`src/inc/csp_pkg.sv`:
```
// Constants for the core status, port and power control register bank
// Summary of operation
// - Carry set on add carry-out or subtract no-borrow, else cleared
// - Half-carry set on carry out of bit 3, or no borrow into it
// - Zero flag follows whether the arithmetic or logic result is zero
// - Power-down flag set by reset and watchdog-clear, cleared by sleep
// - Timeout flag set by reset, watchdog-clear or sleep; cleared by timeout
// - Two-bit bank select field picks one of four data memory banks
// - Pointer low seven bits pick a register; top bit is plain storage
// - Accesses to the indirect location go to the pointed register
// - Port A reads pin, or latch for outputs when read option says so
// - Writing port A loads its eight-bit output latch
// - Port B low six bits read like port A; top two are storage
// - Power control bit 7 enables the watchdog; resets to one
// - Power control bit 5 enables low-voltage detect; resets to zero
// - Power control bit 3 enables low-voltage reset; resets to one
// - Power control bit 4 is active-low pin A5 pull-up; resets to one
// - Six wake bits enable port B pin wake-up; reset to one
// - PC high buffer holds three write-only bits for PC 10:8
// - PC bits 10:8 change only through the high buffer
// - Writing one to buffer bit 6 pulses the crystal boost stop
// - Pull-low bits 3:0 are active-low port A pull-downs, reset one
// - Pull-low bits 7:4 are active-low port B pull-downs, reset one
// - Six active-low port B pull-up bits, reset to one
package csp_pkg;
  localparam int IDX_W = 10;
  // -------------------------------------------------------------
  // Register indices (byte address is four times the index)
  // -------------------------------------------------------------
  localparam logic [9:0] IDX_IND = 10'h000;
  localparam logic [9:0] IDX_STATUS = 10'h003;
  localparam logic [9:0] IDX_PTR = 10'h004;
  localparam logic [9:0] IDX_PA = 10'h005;
  localparam logic [9:0] IDX_PB = 10'h006;
  localparam logic [9:0] IDX_POWER_CONTROL = 10'h008;
  localparam logic [9:0] IDX_WAKE = 10'h009;
  localparam logic [9:0] IDX_PCH = 10'h00A;
  localparam logic [9:0] IDX_PULLDN = 10'h00B;
  localparam logic [9:0] IDX_PULLUP = 10'h00C;
  // -------------------------------------------------------------
  // Field positions
  // -------------------------------------------------------------
  localparam int ST_C = 0;
  localparam int ST_DC = 1;
  localparam int ST_Z = 2;
  localparam int ST_PD = 3;
  localparam int ST_TO = 4;
  localparam int ST_BK = 6;
  localparam int PW_WDT = 7;
  localparam int PW_LVD = 5;
  localparam int PW_A5 = 4;
  localparam int PW_LVR = 3;
  localparam int PCH_STOP = 6;
  localparam int PD_B_LO = 4;
  // -------------------------------------------------------------
  // Reset values and implemented-bit masks
  // -------------------------------------------------------------
  localparam logic [7:0] RST_STATUS = 8'h18;
  localparam logic [7:0] RST_ZERO = 8'h00;
  localparam logic [7:0] RST_POWER_CONTROL = 8'h98;
  localparam logic [5:0] RST_SIX = 6'h3F;
  localparam logic [2:0] RST_PCH = 3'h0;
  localparam logic [7:0] RST_PULLDN = 8'hFF;
  localparam logic [7:0] NIB_MAX = 8'h0F;
  // -------------------------------------------------------------
  // Arithmetic operation codes from the core
  // -------------------------------------------------------------
  typedef enum logic [1:0] {
    CSP_OP_NONE = 2'h0,
    CSP_OP_ADD = 2'h1,
    CSP_OP_SUB = 2'h3,
    CSP_OP_LOGIC = 2'h2
  } csp_alu_op_t;
endpackage : csp_pkg

```
`src/hw/csp_regs.sv`:
```
// Core status, port and power control register bank with APB access
//
// The implementer's own choice: the APB slave port.
`timescale 1ns/1ps
module csp_regs (
  // Clock and reset
  input wire logic ref_clk_i,
  input wire logic sys_rst_i,
  // APB slave
  input wire logic psel_i,
  input wire logic penable_i,
  input wire logic pwrite_i,
  input wire logic [11:0] paddr_i,
  input wire logic [31:0] pwdata_i,
  input wire logic [3:0] pstrb_i,
  output logic [31:0] prdata_o,
  output logic pready_o,
  output logic pslverr_o,
  // Core arithmetic and events
  input wire csp_pkg::csp_alu_op_t alu_op_i,
  input wire logic [7:0] alu_a_i,
  input wire logic [7:0] alu_b_i,
  output logic [7:0] alu_result_o,
  input wire logic clrwdt_i,
  input wire logic sleep_i,
  input wire logic wdt_timeout_i,
  // Pins and port configuration
  input wire logic [7:0] first_port_pin_i,
  input wire logic [5:0] second_port_pin_i,
  input wire logic [7:0] first_port_is_input_i,
  input wire logic [5:0] second_port_is_input_i,
  input wire logic read_option_setting_i,
  // Control outputs
  output logic [1:0] bank_select_o,
  output logic [6:0] indirect_pointer_o,
  output logic [7:0] first_port_latch_o,
  output logic [5:0] second_port_latch_o,
  output logic watchdog_on_o,
  output logic low_voltage_detect_on_o,
  output logic low_voltage_reset_on_o,
  output logic pin_a5_pull_up_n_o,
  output logic [5:0] port_b_wake_bit_o,
  output logic [2:0] pc_high_buffer_o,
  output logic crystal_boost_stop_o,
  output logic [3:0] port_a_pull_down_n_o,
  output logic [3:0] port_b_pull_down_n_o,
  output logic [5:0] port_b_pull_up_n_o
);

  // -------------------------------------------------------------
  // Decode helpers
  // -------------------------------------------------------------
  function automatic logic is_mapped(
    input logic [csp_pkg::IDX_W-1:0] idx
  );
    is_mapped = (idx == csp_pkg::IDX_STATUS) ||
                (idx == csp_pkg::IDX_PTR) ||
                (idx == csp_pkg::IDX_PA) ||
                (idx == csp_pkg::IDX_PB) ||
                (idx == csp_pkg::IDX_POWER_CONTROL) ||
                (idx == csp_pkg::IDX_WAKE) ||
                (idx == csp_pkg::IDX_PCH) ||
                (idx == csp_pkg::IDX_PULLDN) ||
                (idx == csp_pkg::IDX_PULLUP);
  endfunction : is_mapped

  // -------------------------------------------------------------
  // Registers
  // -------------------------------------------------------------
  logic [7:0] status_reg;
  logic [7:0] status_next;
  logic [7:0] ptr_reg;
  logic [7:0] pa_reg;
  logic [7:0] pb_reg;
  logic [7:0] power_control_reg;
  logic [5:0] wake_reg;
  logic [2:0] pch_reg;
  logic stop_reg;
  logic [7:0] pulldn_reg;
  logic [5:0] pullup_reg;
  logic [7:0] alu_res_reg;
  logic [31:0] rdata_reg;
  logic [7:0] pa_s1_reg;
  logic [7:0] pa_s2_reg;
  logic [5:0] pb_s1_reg;
  logic [5:0] pb_s2_reg;

  // -------------------------------------------------------------
  // Address decode
  // -------------------------------------------------------------
  wire [csp_pkg::IDX_W-1:0] req_idx = paddr_i[11:2];
  wire [csp_pkg::IDX_W-1:0] ptr_idx = {3'h0, ptr_reg[6:0]};
  wire [csp_pkg::IDX_W-1:0] eff_idx =
    (req_idx == csp_pkg::IDX_IND) ? ptr_idx : req_idx;
  wire hit = is_mapped(eff_idx);
  wire setup_ph = psel_i & ~penable_i;
  wire access_ph = psel_i & penable_i;
  wire wr_en = access_ph & pwrite_i & hit & pstrb_i[0];
  wire [7:0] wd = pwdata_i[7:0];
  wire wr_status = wr_en & (eff_idx == csp_pkg::IDX_STATUS);
  wire wr_ptr = wr_en & (eff_idx == csp_pkg::IDX_PTR);
  wire wr_pa = wr_en & (eff_idx == csp_pkg::IDX_PA);
  wire wr_pb = wr_en & (eff_idx == csp_pkg::IDX_PB);
  wire wr_power_control = wr_en & (eff_idx == csp_pkg::IDX_POWER_CONTROL);
  wire wr_wake = wr_en & (eff_idx == csp_pkg::IDX_WAKE);
  wire wr_pch = wr_en & (eff_idx == csp_pkg::IDX_PCH);
  wire wr_pulldn = wr_en & (eff_idx == csp_pkg::IDX_PULLDN);
  wire wr_pullup = wr_en & (eff_idx == csp_pkg::IDX_PULLUP);

  // -------------------------------------------------------------
  // Pin synchronisers
  // -------------------------------------------------------------
  always_ff @(posedge ref_clk_i) begin
    if (sys_rst_i) begin
      pa_s1_reg <= csp_pkg::RST_ZERO;
      pa_s2_reg <= csp_pkg::RST_ZERO;
      pb_s1_reg <= '0;
      pb_s2_reg <= '0;
    end else begin
      pa_s1_reg <= first_port_pin_i;
      pa_s2_reg <= pa_s1_reg;
      pb_s1_reg <= second_port_pin_i;
      pb_s2_reg <= pb_s1_reg;
    end
  end

  // -------------------------------------------------------------
  // Port readback
  // -------------------------------------------------------------
  // pin or latch per bit
  wire [7:0] pa_sel = ~first_port_is_input_i &
                      {8{read_option_setting_i}};
  wire [7:0] pa_rd = (pa_reg & pa_sel) | (pa_s2_reg & ~pa_sel);
  wire [5:0] pb_sel = ~second_port_is_input_i &
                      {6{read_option_setting_i}};
  wire [5:0] pb_lo = (pb_reg[5:0] & pb_sel) | (pb_s2_reg & ~pb_sel);
  wire [7:0] pb_rd = {pb_reg[7:6], pb_lo};

  // -------------------------------------------------------------
  // Arithmetic
  // -------------------------------------------------------------
  wire is_sub = (alu_op_i == csp_pkg::CSP_OP_SUB);
  wire is_arith = is_sub | (alu_op_i == csp_pkg::CSP_OP_ADD);
  // Subtraction as a + ~b + 1, so carry-out means no borrow
  wire [7:0] b_eff = is_sub ? ~alu_b_i : alu_b_i;
  wire [8:0] sum = {1'b0, alu_a_i} + {1'b0, b_eff} +
                   {8'h00, is_sub};
  wire [4:0] nib = {1'b0, alu_a_i[3:0]} + {1'b0, b_eff[3:0]} +
                   {4'h0, is_sub};
  wire [7:0] result = is_arith ? sum[7:0] : alu_a_i;
  wire alu_any = (alu_op_i != csp_pkg::CSP_OP_NONE);

  // -------------------------------------------------------------
  // Status next value
  // -------------------------------------------------------------
  // Hardware events are applied after the software write so they win
  always_comb begin
    status_next = status_reg;
    if (wr_status) begin
      status_next = wd;
    end
    if (is_arith) begin
      status_next[csp_pkg::ST_C] = sum[8];
      status_next[csp_pkg::ST_DC] = nib[4];
    end
    if (alu_any) begin
      status_next[csp_pkg::ST_Z] = (result == csp_pkg::RST_ZERO);
    end
    if (sleep_i) begin
      status_next[csp_pkg::ST_PD] = 1'b0;
    end
    if (clrwdt_i) begin
      status_next[csp_pkg::ST_PD] = 1'b1;
    end
    if (wdt_timeout_i) begin
      status_next[csp_pkg::ST_TO] = 1'b0;
    end
    if (clrwdt_i | sleep_i) begin
      status_next[csp_pkg::ST_TO] = 1'b1;
    end
  end

  // -------------------------------------------------------------
  // Register file
  // -------------------------------------------------------------
  always_ff @(posedge ref_clk_i) begin
    if (sys_rst_i) begin
      status_reg <= csp_pkg::RST_STATUS;
      alu_res_reg <= csp_pkg::RST_ZERO;
    end else begin
      status_reg <= status_next;
      if (alu_any) begin
        alu_res_reg <= result;
      end
    end
  end

  always_ff @(posedge ref_clk_i) begin
    if (sys_rst_i) begin
      ptr_reg <= csp_pkg::RST_ZERO;
      pa_reg <= csp_pkg::RST_ZERO;
      pb_reg <= csp_pkg::RST_ZERO;
    end else begin
      if (wr_ptr) begin
        ptr_reg <= wd;
      end
      if (wr_pa) begin
        pa_reg <= wd;
      end
      if (wr_pb) begin
        pb_reg <= wd;
      end
    end
  end

  always_ff @(posedge ref_clk_i) begin
    if (sys_rst_i) begin
      power_control_reg <= csp_pkg::RST_POWER_CONTROL;
      wake_reg <= csp_pkg::RST_SIX;
      pullup_reg <= csp_pkg::RST_SIX;
      pulldn_reg <= csp_pkg::RST_PULLDN;
    end else begin
      if (wr_power_control) begin
        power_control_reg <= wd;
      end
      if (wr_wake) begin
        wake_reg <= wd[5:0];
      end
      if (wr_pullup) begin
        pullup_reg <= wd[5:0];
      end
      if (wr_pulldn) begin
        pulldn_reg <= wd;
      end
    end
  end

  always_ff @(posedge ref_clk_i) begin
    if (sys_rst_i) begin
      pch_reg <= csp_pkg::RST_PCH;
      stop_reg <= 1'b0;
    end else begin
      if (wr_pch) begin
        pch_reg <= wd[2:0];
      end
      stop_reg <= wr_pch & wd[csp_pkg::PCH_STOP];
    end
  end

  // -------------------------------------------------------------
  // Read mux
  // -------------------------------------------------------------
  logic [7:0] rd_val;
  // write-only and missing bits read zero
  always_comb begin
    rd_val = csp_pkg::RST_ZERO;
    if (eff_idx == csp_pkg::IDX_STATUS) begin
      rd_val = status_reg;
    end else if (eff_idx == csp_pkg::IDX_PTR) begin
      rd_val = ptr_reg;
    end else if (eff_idx == csp_pkg::IDX_PA) begin
      rd_val = pa_rd;
    end else if (eff_idx == csp_pkg::IDX_PB) begin
      rd_val = pb_rd;
    end else if (eff_idx == csp_pkg::IDX_POWER_CONTROL) begin
      rd_val = power_control_reg;
    end else if (eff_idx == csp_pkg::IDX_WAKE) begin
      rd_val = {2'h0, wake_reg};
    end else if (eff_idx == csp_pkg::IDX_PULLDN) begin
      rd_val = pulldn_reg;
    end else if (eff_idx == csp_pkg::IDX_PULLUP) begin
      rd_val = {2'h0, pullup_reg};
    end
  end

  // Read data is captured in the setup cycle; a zero-wait access
  // then returns it without a combinational path to prdata.
  always_ff @(posedge ref_clk_i) begin
    if (sys_rst_i) begin
      rdata_reg <= '0;
    end else if (setup_ph & ~pwrite_i) begin
      rdata_reg <= {24'h000000, rd_val};
    end
  end

  // -------------------------------------------------------------
  // Outputs
  // -------------------------------------------------------------
  assign prdata_o = rdata_reg;
  assign pready_o = 1'b1;
  assign pslverr_o = access_ph & ~hit;
  assign alu_result_o = alu_res_reg;
  assign bank_select_o = status_reg[csp_pkg::ST_BK +: 2];
  assign indirect_pointer_o = ptr_reg[6:0];
  assign first_port_latch_o = pa_reg;
  assign second_port_latch_o = pb_reg[5:0];
  assign watchdog_on_o = power_control_reg[csp_pkg::PW_WDT];
  assign low_voltage_detect_on_o = power_control_reg[csp_pkg::PW_LVD];
  assign low_voltage_reset_on_o = power_control_reg[csp_pkg::PW_LVR];
  assign pin_a5_pull_up_n_o = power_control_reg[csp_pkg::PW_A5];
  assign port_b_wake_bit_o = wake_reg;
  // PC high bits only via the buffer
  assign pc_high_buffer_o = pch_reg;
  assign crystal_boost_stop_o = stop_reg;
  assign port_a_pull_down_n_o = pulldn_reg[3:0];
  assign port_b_pull_down_n_o = pulldn_reg[csp_pkg::PD_B_LO +: 4];
  assign port_b_pull_up_n_o = pullup_reg;

  // -------------------------------------------------------------
  // Assertions
  // -------------------------------------------------------------
  property p_carry_add;
    @(posedge ref_clk_i) disable iff (sys_rst_i)
    (alu_op_i == csp_pkg::CSP_OP_ADD) |=> status_reg[csp_pkg::ST_C] ==
      (({1'b0, $past(alu_a_i)} + {1'b0, $past(alu_b_i)}) > 9'h0FF);
  endproperty
  a_carry_add: assert property (p_carry_add)
    else $error("carry wrong after add");

  property p_half_sub;
    @(posedge ref_clk_i) disable iff (sys_rst_i)
    (alu_op_i == csp_pkg::CSP_OP_SUB) |=> status_reg[csp_pkg::ST_DC] ==
      ($past(alu_a_i[3:0]) >= $past(alu_b_i[3:0]));
  endproperty
  a_half_sub: assert property (p_half_sub)
    else $error("half carry wrong after subtract");

  property p_zero;
    @(posedge ref_clk_i) disable iff (sys_rst_i)
    (alu_op_i != csp_pkg::CSP_OP_NONE) |=>
      status_reg[csp_pkg::ST_Z] == (alu_result_o == 8'h00);
  endproperty
  a_zero: assert property (p_zero)
    else $error("zero flag disagrees with result");

  property p_pd_sleep;
    @(posedge ref_clk_i) disable iff (sys_rst_i)
    (sleep_i && !clrwdt_i) |=>
      !status_reg[csp_pkg::ST_PD] && status_reg[csp_pkg::ST_TO];
  endproperty
  a_pd_sleep: assert property (p_pd_sleep)
    else $error("sleep did not set power-down state");

  property p_to_timeout;
    @(posedge ref_clk_i) disable iff (sys_rst_i)
    (wdt_timeout_i && !clrwdt_i && !sleep_i) |=>
      !status_reg[csp_pkg::ST_TO];
  endproperty
  a_to_timeout: assert property (p_to_timeout)
    else $error("timeout did not clear flag");

  property p_indirect;
    @(posedge ref_clk_i) disable iff (sys_rst_i)
    (setup_ph && !pwrite_i && req_idx == csp_pkg::IDX_IND &&
     ptr_idx == csp_pkg::IDX_POWER_CONTROL) |=>
      prdata_o == {24'h000000, $past(power_control_reg)};
  endproperty
  a_indirect: assert property (p_indirect)
    else $error("indirect read not redirected");

  property p_pa_write;
    @(posedge ref_clk_i) disable iff (sys_rst_i)
    wr_pa |=> first_port_latch_o == $past(pwdata_i[7:0]);
  endproperty
  a_pa_write: assert property (p_pa_write)
    else $error("port A latch not loaded");

  property p_power_control_reset;
    @(posedge ref_clk_i)
    sys_rst_i |=> watchdog_on_o && low_voltage_reset_on_o &&
      pin_a5_pull_up_n_o && !low_voltage_detect_on_o;
  endproperty
  a_power_control_reset: assert property (p_power_control_reset)
    else $error("power control reset value wrong");

  property p_stop_pulse;
    @(posedge ref_clk_i) disable iff (sys_rst_i)
    (wr_pch && pwdata_i[csp_pkg::PCH_STOP]) ##1 !wr_pch |->
      crystal_boost_stop_o ##1 !crystal_boost_stop_o;
  endproperty
  a_stop_pulse: assert property (p_stop_pulse)
    else $error("boost stop strobe longer than a cycle");

  property p_wo_read;
    @(posedge ref_clk_i) disable iff (sys_rst_i)
    (setup_ph && !pwrite_i && eff_idx == csp_pkg::IDX_PCH) |=>
      prdata_o == 32'h00000000;
  endproperty
  a_wo_read: assert property (p_wo_read)
    else $error("write-only register read non-zero");

endmodule : csp_regs

```
`config.mk`:
```
export PLATFORM = sky130hd
export DESIGN_NAME = csp_regs
export DESIGN_NICKNAME = d
export VERILOG_FILES = /design/src/inc/csp_pkg.sv /design/src/hw/csp_regs.sv
export SDC_FILE = /design/constraint.sdc
export NUM_CORES = 1
export LEC_CHECK = 0
export BUFFER_PORTS_ARGS = -buffer_cell sky130_fd_sc_hd__clkbuf_2
export CORE_ASPECT_RATIO = 1.2
export CORE_MARGIN = 3
export CORE_UTILIZATION = 55
export DETAILED_ROUTE_END_ITERATION = 10
export PLACE_DENSITY = 0.87
export SYNTH_ARGS = -nofsm -noshare
export SYNTH_HDL_FRONTEND = slang
export SYNTH_SLANG_ARGS = --single-unit
```
`constraint.sdc`:
```
create_clock -name ref_clk_i -period 9.05 [get_ports ref_clk_i]
set_clock_uncertainty 0.15 [all_clocks]
set_input_delay 1.3575 -clock ref_clk_i [delete_from_list [all_inputs] [get_ports ref_clk_i]]
set_output_delay 1.3575 -clock ref_clk_i [all_outputs]
set_load 0.02 [all_outputs]
```
==> report_table.html <==
<table>
<tr><th>Metric</th><th>Value</th></tr>
<tr><th colspan="2">Routing</th></tr>
<tr><td>DR iter-0 viols</td><td>513</td></tr>
<tr><td>Final routed wire length divided by cell count</td><td>18.8 um</td></tr>
<tr><td>Drt drc</td><td>0</td></tr>
<tr><td>Initial DRT Pass Iterations</td><td>8</td></tr>
<tr><td>Vias per std cell</td><td>5.96</td></tr>
<tr><td>Overall via count from detail_route</td><td>5149</td></tr>
<tr><td>Antenna Violating Nets Remaining</td><td>0</td></tr>
<tr><td>Aggregate routed wire length</td><td>16200 um</td></tr>
<tr><th colspan="2">GRT</th></tr>
<tr><td>Tot GR Track Use</td><td>0.273</td></tr>
<tr><td>Number of global-route vias before repair</td><td>4982</td></tr>
<tr><td>Pin count of the biggest net entering global routing</td><td>91</td></tr>
<tr><td>Remaining global-route overflow</td><td>0</td></tr>
<tr><td>Initial antenna violation count</td><td>0</td></tr>
<tr><td>Wire length of the first global-routing pass</td><td>25700 um</td></tr>
<tr><th colspan="2">Critical path</th></tr>
<tr><td>Data required, critical path</td><td>7.54 ns</td></tr>
<tr><td>Data arrival time of the critical path</td><td>3.32 ns</td></tr>
<tr><td>Category of the worst setup path launch point</td><td>primary input</td></tr>
<tr><td>Max Fanout on Critical Path</td><td>6</td></tr>
<tr><td>R2R setup slack</td><td>5.76 ns</td></tr>
<tr><td>Ordered list of cells on the worst path</td><td>clkbuf_2, nor3_1, nand4_1, nand3_1, a21oi_1, a41o_1, a21oi_1, clkbuf_2</td></tr>
<tr><td>R2r worst-path depth</td><td>7</td></tr>
<tr><td>Type of the worst setup path</td><td>in -&gt; out</td></tr>
<tr><td>Critical Path End Type</td><td>output pin</td></tr>
<tr><td>Crit path from</td><td>paddr_i[4]</td></tr>
<tr><td>Worst flop-to-flop path startpoint</td><td>ptr_reg[1]$_SDFFE_PP0P_</td></tr>
<tr><td>Slowest CP cell</td><td>nor3_1</td></tr>
<tr><td>Largest stage delay, worst path</td><td>0.63 ns</td></tr>
<tr><th colspan="2">Power</th></tr>
<tr><td>Internal power of the cells</td><td>0.790 mW</td></tr>
<tr><td>P per Cell Area</td><td>164 mW/mm^2</td></tr>
<tr><td>Peak supply drop</td><td>118 uV</td></tr>
<tr><td>Psw</td><td>0.285 mW</td></tr>
<tr><td>Share of power burned in the clock network</td><td>0.406</td></tr>
<tr><td>Share of power burned in registers</td><td>0.459</td></tr>
<tr><td>Proportion of power drawn by combinational gates</td><td>0.135</td></tr>
<tr><td>Switching power share of the total</td><td>0.265</td></tr>
<tr><td>Leakage power</td><td>2.83 nW</td></tr>
<tr><th colspan="2">Synth</th></tr>
<tr><td>Number of synthesized register bits</td><td>108</td></tr>
<tr><td>Post-synthesis cell area</td><td>0.00571 mm^2</td></tr>
<tr><td>Most frequent cells after synthesis</td><td>dfxtp_1 (108), nor2_1 (59), mux2i_1 (51)</td></tr>
<tr><td>Leading area contributor after synthesis</td><td>dfxtp_1</td></tr>
<tr><td>Portion of synthesized cell area occupied by the leading cell type</td><td>0.379</td></tr>
<tr><td>Fraction of synthesis flops using an asynchronous set or reset pin</td><td>0</td></tr>
<tr><td>Largest cells by area after synthesis</td><td>dfxtp_1 (38%), mux2i_1 (8.9%), buf_4 (5.3%)</td></tr>
<tr><td>Synthesis Warnings</td><td>0</td></tr>
<tr><td>Fraction of the yosys area taken by sequential cells</td><td>0.379</td></tr>
<tr><td>Post-synthesis instance total</td><td>629</td></tr>
<tr><td>Count of cell types in the netlist</td><td>62</td></tr>
<tr><td>Top flip-flop cell by instance count after synthesis</td><td>dfxtp_1</td></tr>
<tr><td>Top-count cell post-synth</td><td>dfxtp_1</td></tr>
<tr><td>Mean post-synth cell area</td><td>9.07 um^2</td></tr>
<tr><td>Post-synth EDFFs</td><td>0</td></tr>
<tr><th colspan="2">Timing</th></tr>
<tr><td>Hold Vio Cnt, Final</td><td>0</td></tr>
<tr><td>Transition time at the pin with the least slew margin</td><td>0.900 ns</td></tr>
<tr><td>RSZ-0062 raised after global routing</td><td>no</td></tr>
<tr><td>Shortest clock period the worst path allows after layout</td><td>4.83 ns</td></tr>
<tr><td>Final count of pins violating max slew</td><td>0</td></tr>
<tr><td>Worst setup slack after layout</td><td>4.22 ns</td></tr>
<tr><td>Upper clock frequency limit</td><td>0.207 GHz</td></tr>
<tr><td>Worst slew slack as a fraction of its limit</td><td>0.397</td></tr>
<tr><td>Setup-violating endpoint count in the final report</td><td>0</td></tr>
<tr><td>Sum of negative setup slack</td><td>0 ns</td></tr>
<tr><td>Final critical-path share of the clock period</td><td>0.534</td></tr>
<tr><th colspan="2">Cells and area</th></tr>
<tr><td>Share of post-route cells with drive strength above 1</td><td>0.274</td></tr>
<tr><td>Register area</td><td>0.00216 mm^2</td></tr>
<tr><td>Footprint of the multi-input gates</td><td>0.00316 mm^2</td></tr>
<tr><td>Diodes inserted</td><td>0</td></tr>
<tr><td>Area added between synthesis and finish</td><td>15.1%</td></tr>
<tr><td>Net count, final</td><td>844</td></tr>
<tr><td>Fillers</td><td>831</td></tr>
<tr><th colspan="2">Clock tree</th></tr>
<tr><td>TritonCTS clock tree</td><td>built</td></tr>
<tr><td>Clock input transition at the sequential cells of the worst setup and hold paths</td><td>0.08 ns</td></tr>
<tr><td>Clock latency at the later pin of the worst-skew pair</td><td>0.35 ns</td></tr>
<tr><td>Clock buffers created by TritonCTS</td><td>9</td></tr>
<tr><td>Root buffer cell</td><td>clkbuf_16</td></tr>
<tr><td>Setup Buffers After CTS</td><td>0</td></tr>
<tr><td>Number of buffers inserted by hold repair at cts</td><td>0</td></tr>
<tr><td>Maximum count of clock buffers along a single path</td><td>2</td></tr>
<tr><td>H-Tree Level Count</td><td>3</td></tr>
<tr><td>Number of clock sinks</td><td>108</td></tr>
<tr><td>Number of resized instances in the post-cts repair step</td><td>0</td></tr>
<tr><th colspan="2">Floorplan</th></tr>
<tr><td>Core region area</td><td>0.0101 mm^2</td></tr>
<tr><td>Chip Height</td><td>118 um</td></tr>
<tr><td>Horizontal extent of the die</td><td>99.0 um</td></tr>
<tr><td>Floorplan row count</td><td>40</td></tr>
<tr><td>I/O pins</td><td>196</td></tr>
<tr><td>Initial Util</td><td>0.567</td></tr>
<tr><td>Die Footprint</td><td>0.0116 mm^2</td></tr>
<tr><th colspan="2">Place</th></tr>
<tr><td>Worst Setup Slack post-DPL</td><td>4.30 ns</td></tr>
<tr><td>Number of port buffers</td><td>141</td></tr>
<tr><td>Weighted congestion reported at the end of routability-driven placement</td><td>0.963</td></tr>
<tr><td>HPWL reported at the end of detailed placement</td><td>11900 um</td></tr>
<tr><th colspan="2">Flow run</th></tr>
<tr><td>Maximum capacitance violations</td><td>0</td></tr>
<tr><th colspan="2">Min path</th></tr>
<tr><td>Min-delay src</td><td>pb_s1_reg[4]$_SDFF_PP0_</td></tr>
<tr><td>Cells on Worst Hold Path</td><td>1</td></tr>
<tr><td>Worst hold path type</td><td>reg -&gt; reg</td></tr>
<tr><th colspan="2">Status</th></tr>
<tr><td>Status</td><td>finished, final reports clean</td></tr>
</table>
stage by stage:
step	cells	instance area [um^2]	hold slack (ns)	util	total power, mW
finish	864	6570	0.290	0.653	1.07
global route	864	6570	0.314	0.653	1.11
CTS	864	6570	0.291	0.653	1.07
detailed placement	848	6240	0.272	0.620	0.647
global placement	848	6240	0.267	0.620	0.644
floorplan	652	5790	0.264	-	0.608
kinds of logic (layout without fill, tap and decap cells):
logic type,count (synthesis),count (layout),synth area share
multiplexers,70,70,0.127
XOR/XNOR,9,9,0.0138
AO/OA/AOI/OAI,120,120,0.158
adder cells (fa/ha/maj),8,8,0.0189
flip-flops,108,108,0.379
buffers and inverters,82,168,0.0831
other,2,25,0.00132
AND/OR/NAND/NOR,230,230,0.219
worst max-delay path: cells and delay by family:
kind | cells | cell delay [ns]
AOI/OAI and AO/OA | 3 | 0.43
buffers and inverters | 2 | 0.29
and+or+nand+nor | 3 | 1.24
layer usage:
layer | part of all wire | vias to the layer above | GRT usage | wire, um
li1 | - | 2406 | - | -
met1 | 0.38 | 2388 | 0.320 | 6110
met2 | 0.49 | 297 | 0.461 | 7960
met3 | 0.090 | 58 | 0.0640 | 1470
met4 | 0.042 | 0 | 0.134 | 684
met5 | 0 | - | 0 | 0
power groups by stage:
stage	clock [mW]	combinational, mW	sequential (mW)
2_1_floorplan	0	0.0990	0.509
3_3_place_gp	0	0.140	0.503
3_5_place_dp	0	0.144	0.504
4_1_cts	0.438	0.144	0.493
5_1_grt	0.460	0.160	0.494
6_report	0.436	0.145	0.493
path summary, 6_finish.rpt:
kind / end
setup / recovery: pslverr_o
setup reg to reg: prdata_o[2]$_SDFFE_PP0P_
hold / removal: pb_s2_reg[4]$_SDFF_PP0_
hold reg to reg: pb_s2_reg[4]$_SDFF_PP0_
layout make-up:
type / instances / area share
Tap cell: 126 / 0.0240
Inverter: 7 / 0.00400
Sequential cell: 108 / 0.329
Timing Repair Buffer: 145 / 0.112
Multi-Input combinational cell: 462 / 0.481
Clock inverter: 7 / 0.0156
Clock buffer: 9 / 0.0343
cells in the final DEF (no fill, tap or decap), types with 10 or more instances in the layout:
| cell | netlist | layout |
|---|---|---|
| a21oi_1 | 25 | 25 |
| dfxtp_1 | 108 | 108 |
| conb_1 | 2 | 25 |
| nand2_1 | 27 | 27 |
| mux2_2 | 19 | 19 |
| clkbuf_2 | 0 | 140 |
| nor3_1 | 19 | 19 |
| nand2b_1 | 33 | 33 |
| mux2i_1 | 51 | 51 |
| a211oi_1 | 14 | 14 |
| nor2_1 | 59 | 59 |
| a221oi_1 | 10 | 10 |
| nor2b_1 | 37 | 37 |
| o21ai_0 | 20 | 20 |
(Power assumes the default switching activity.)
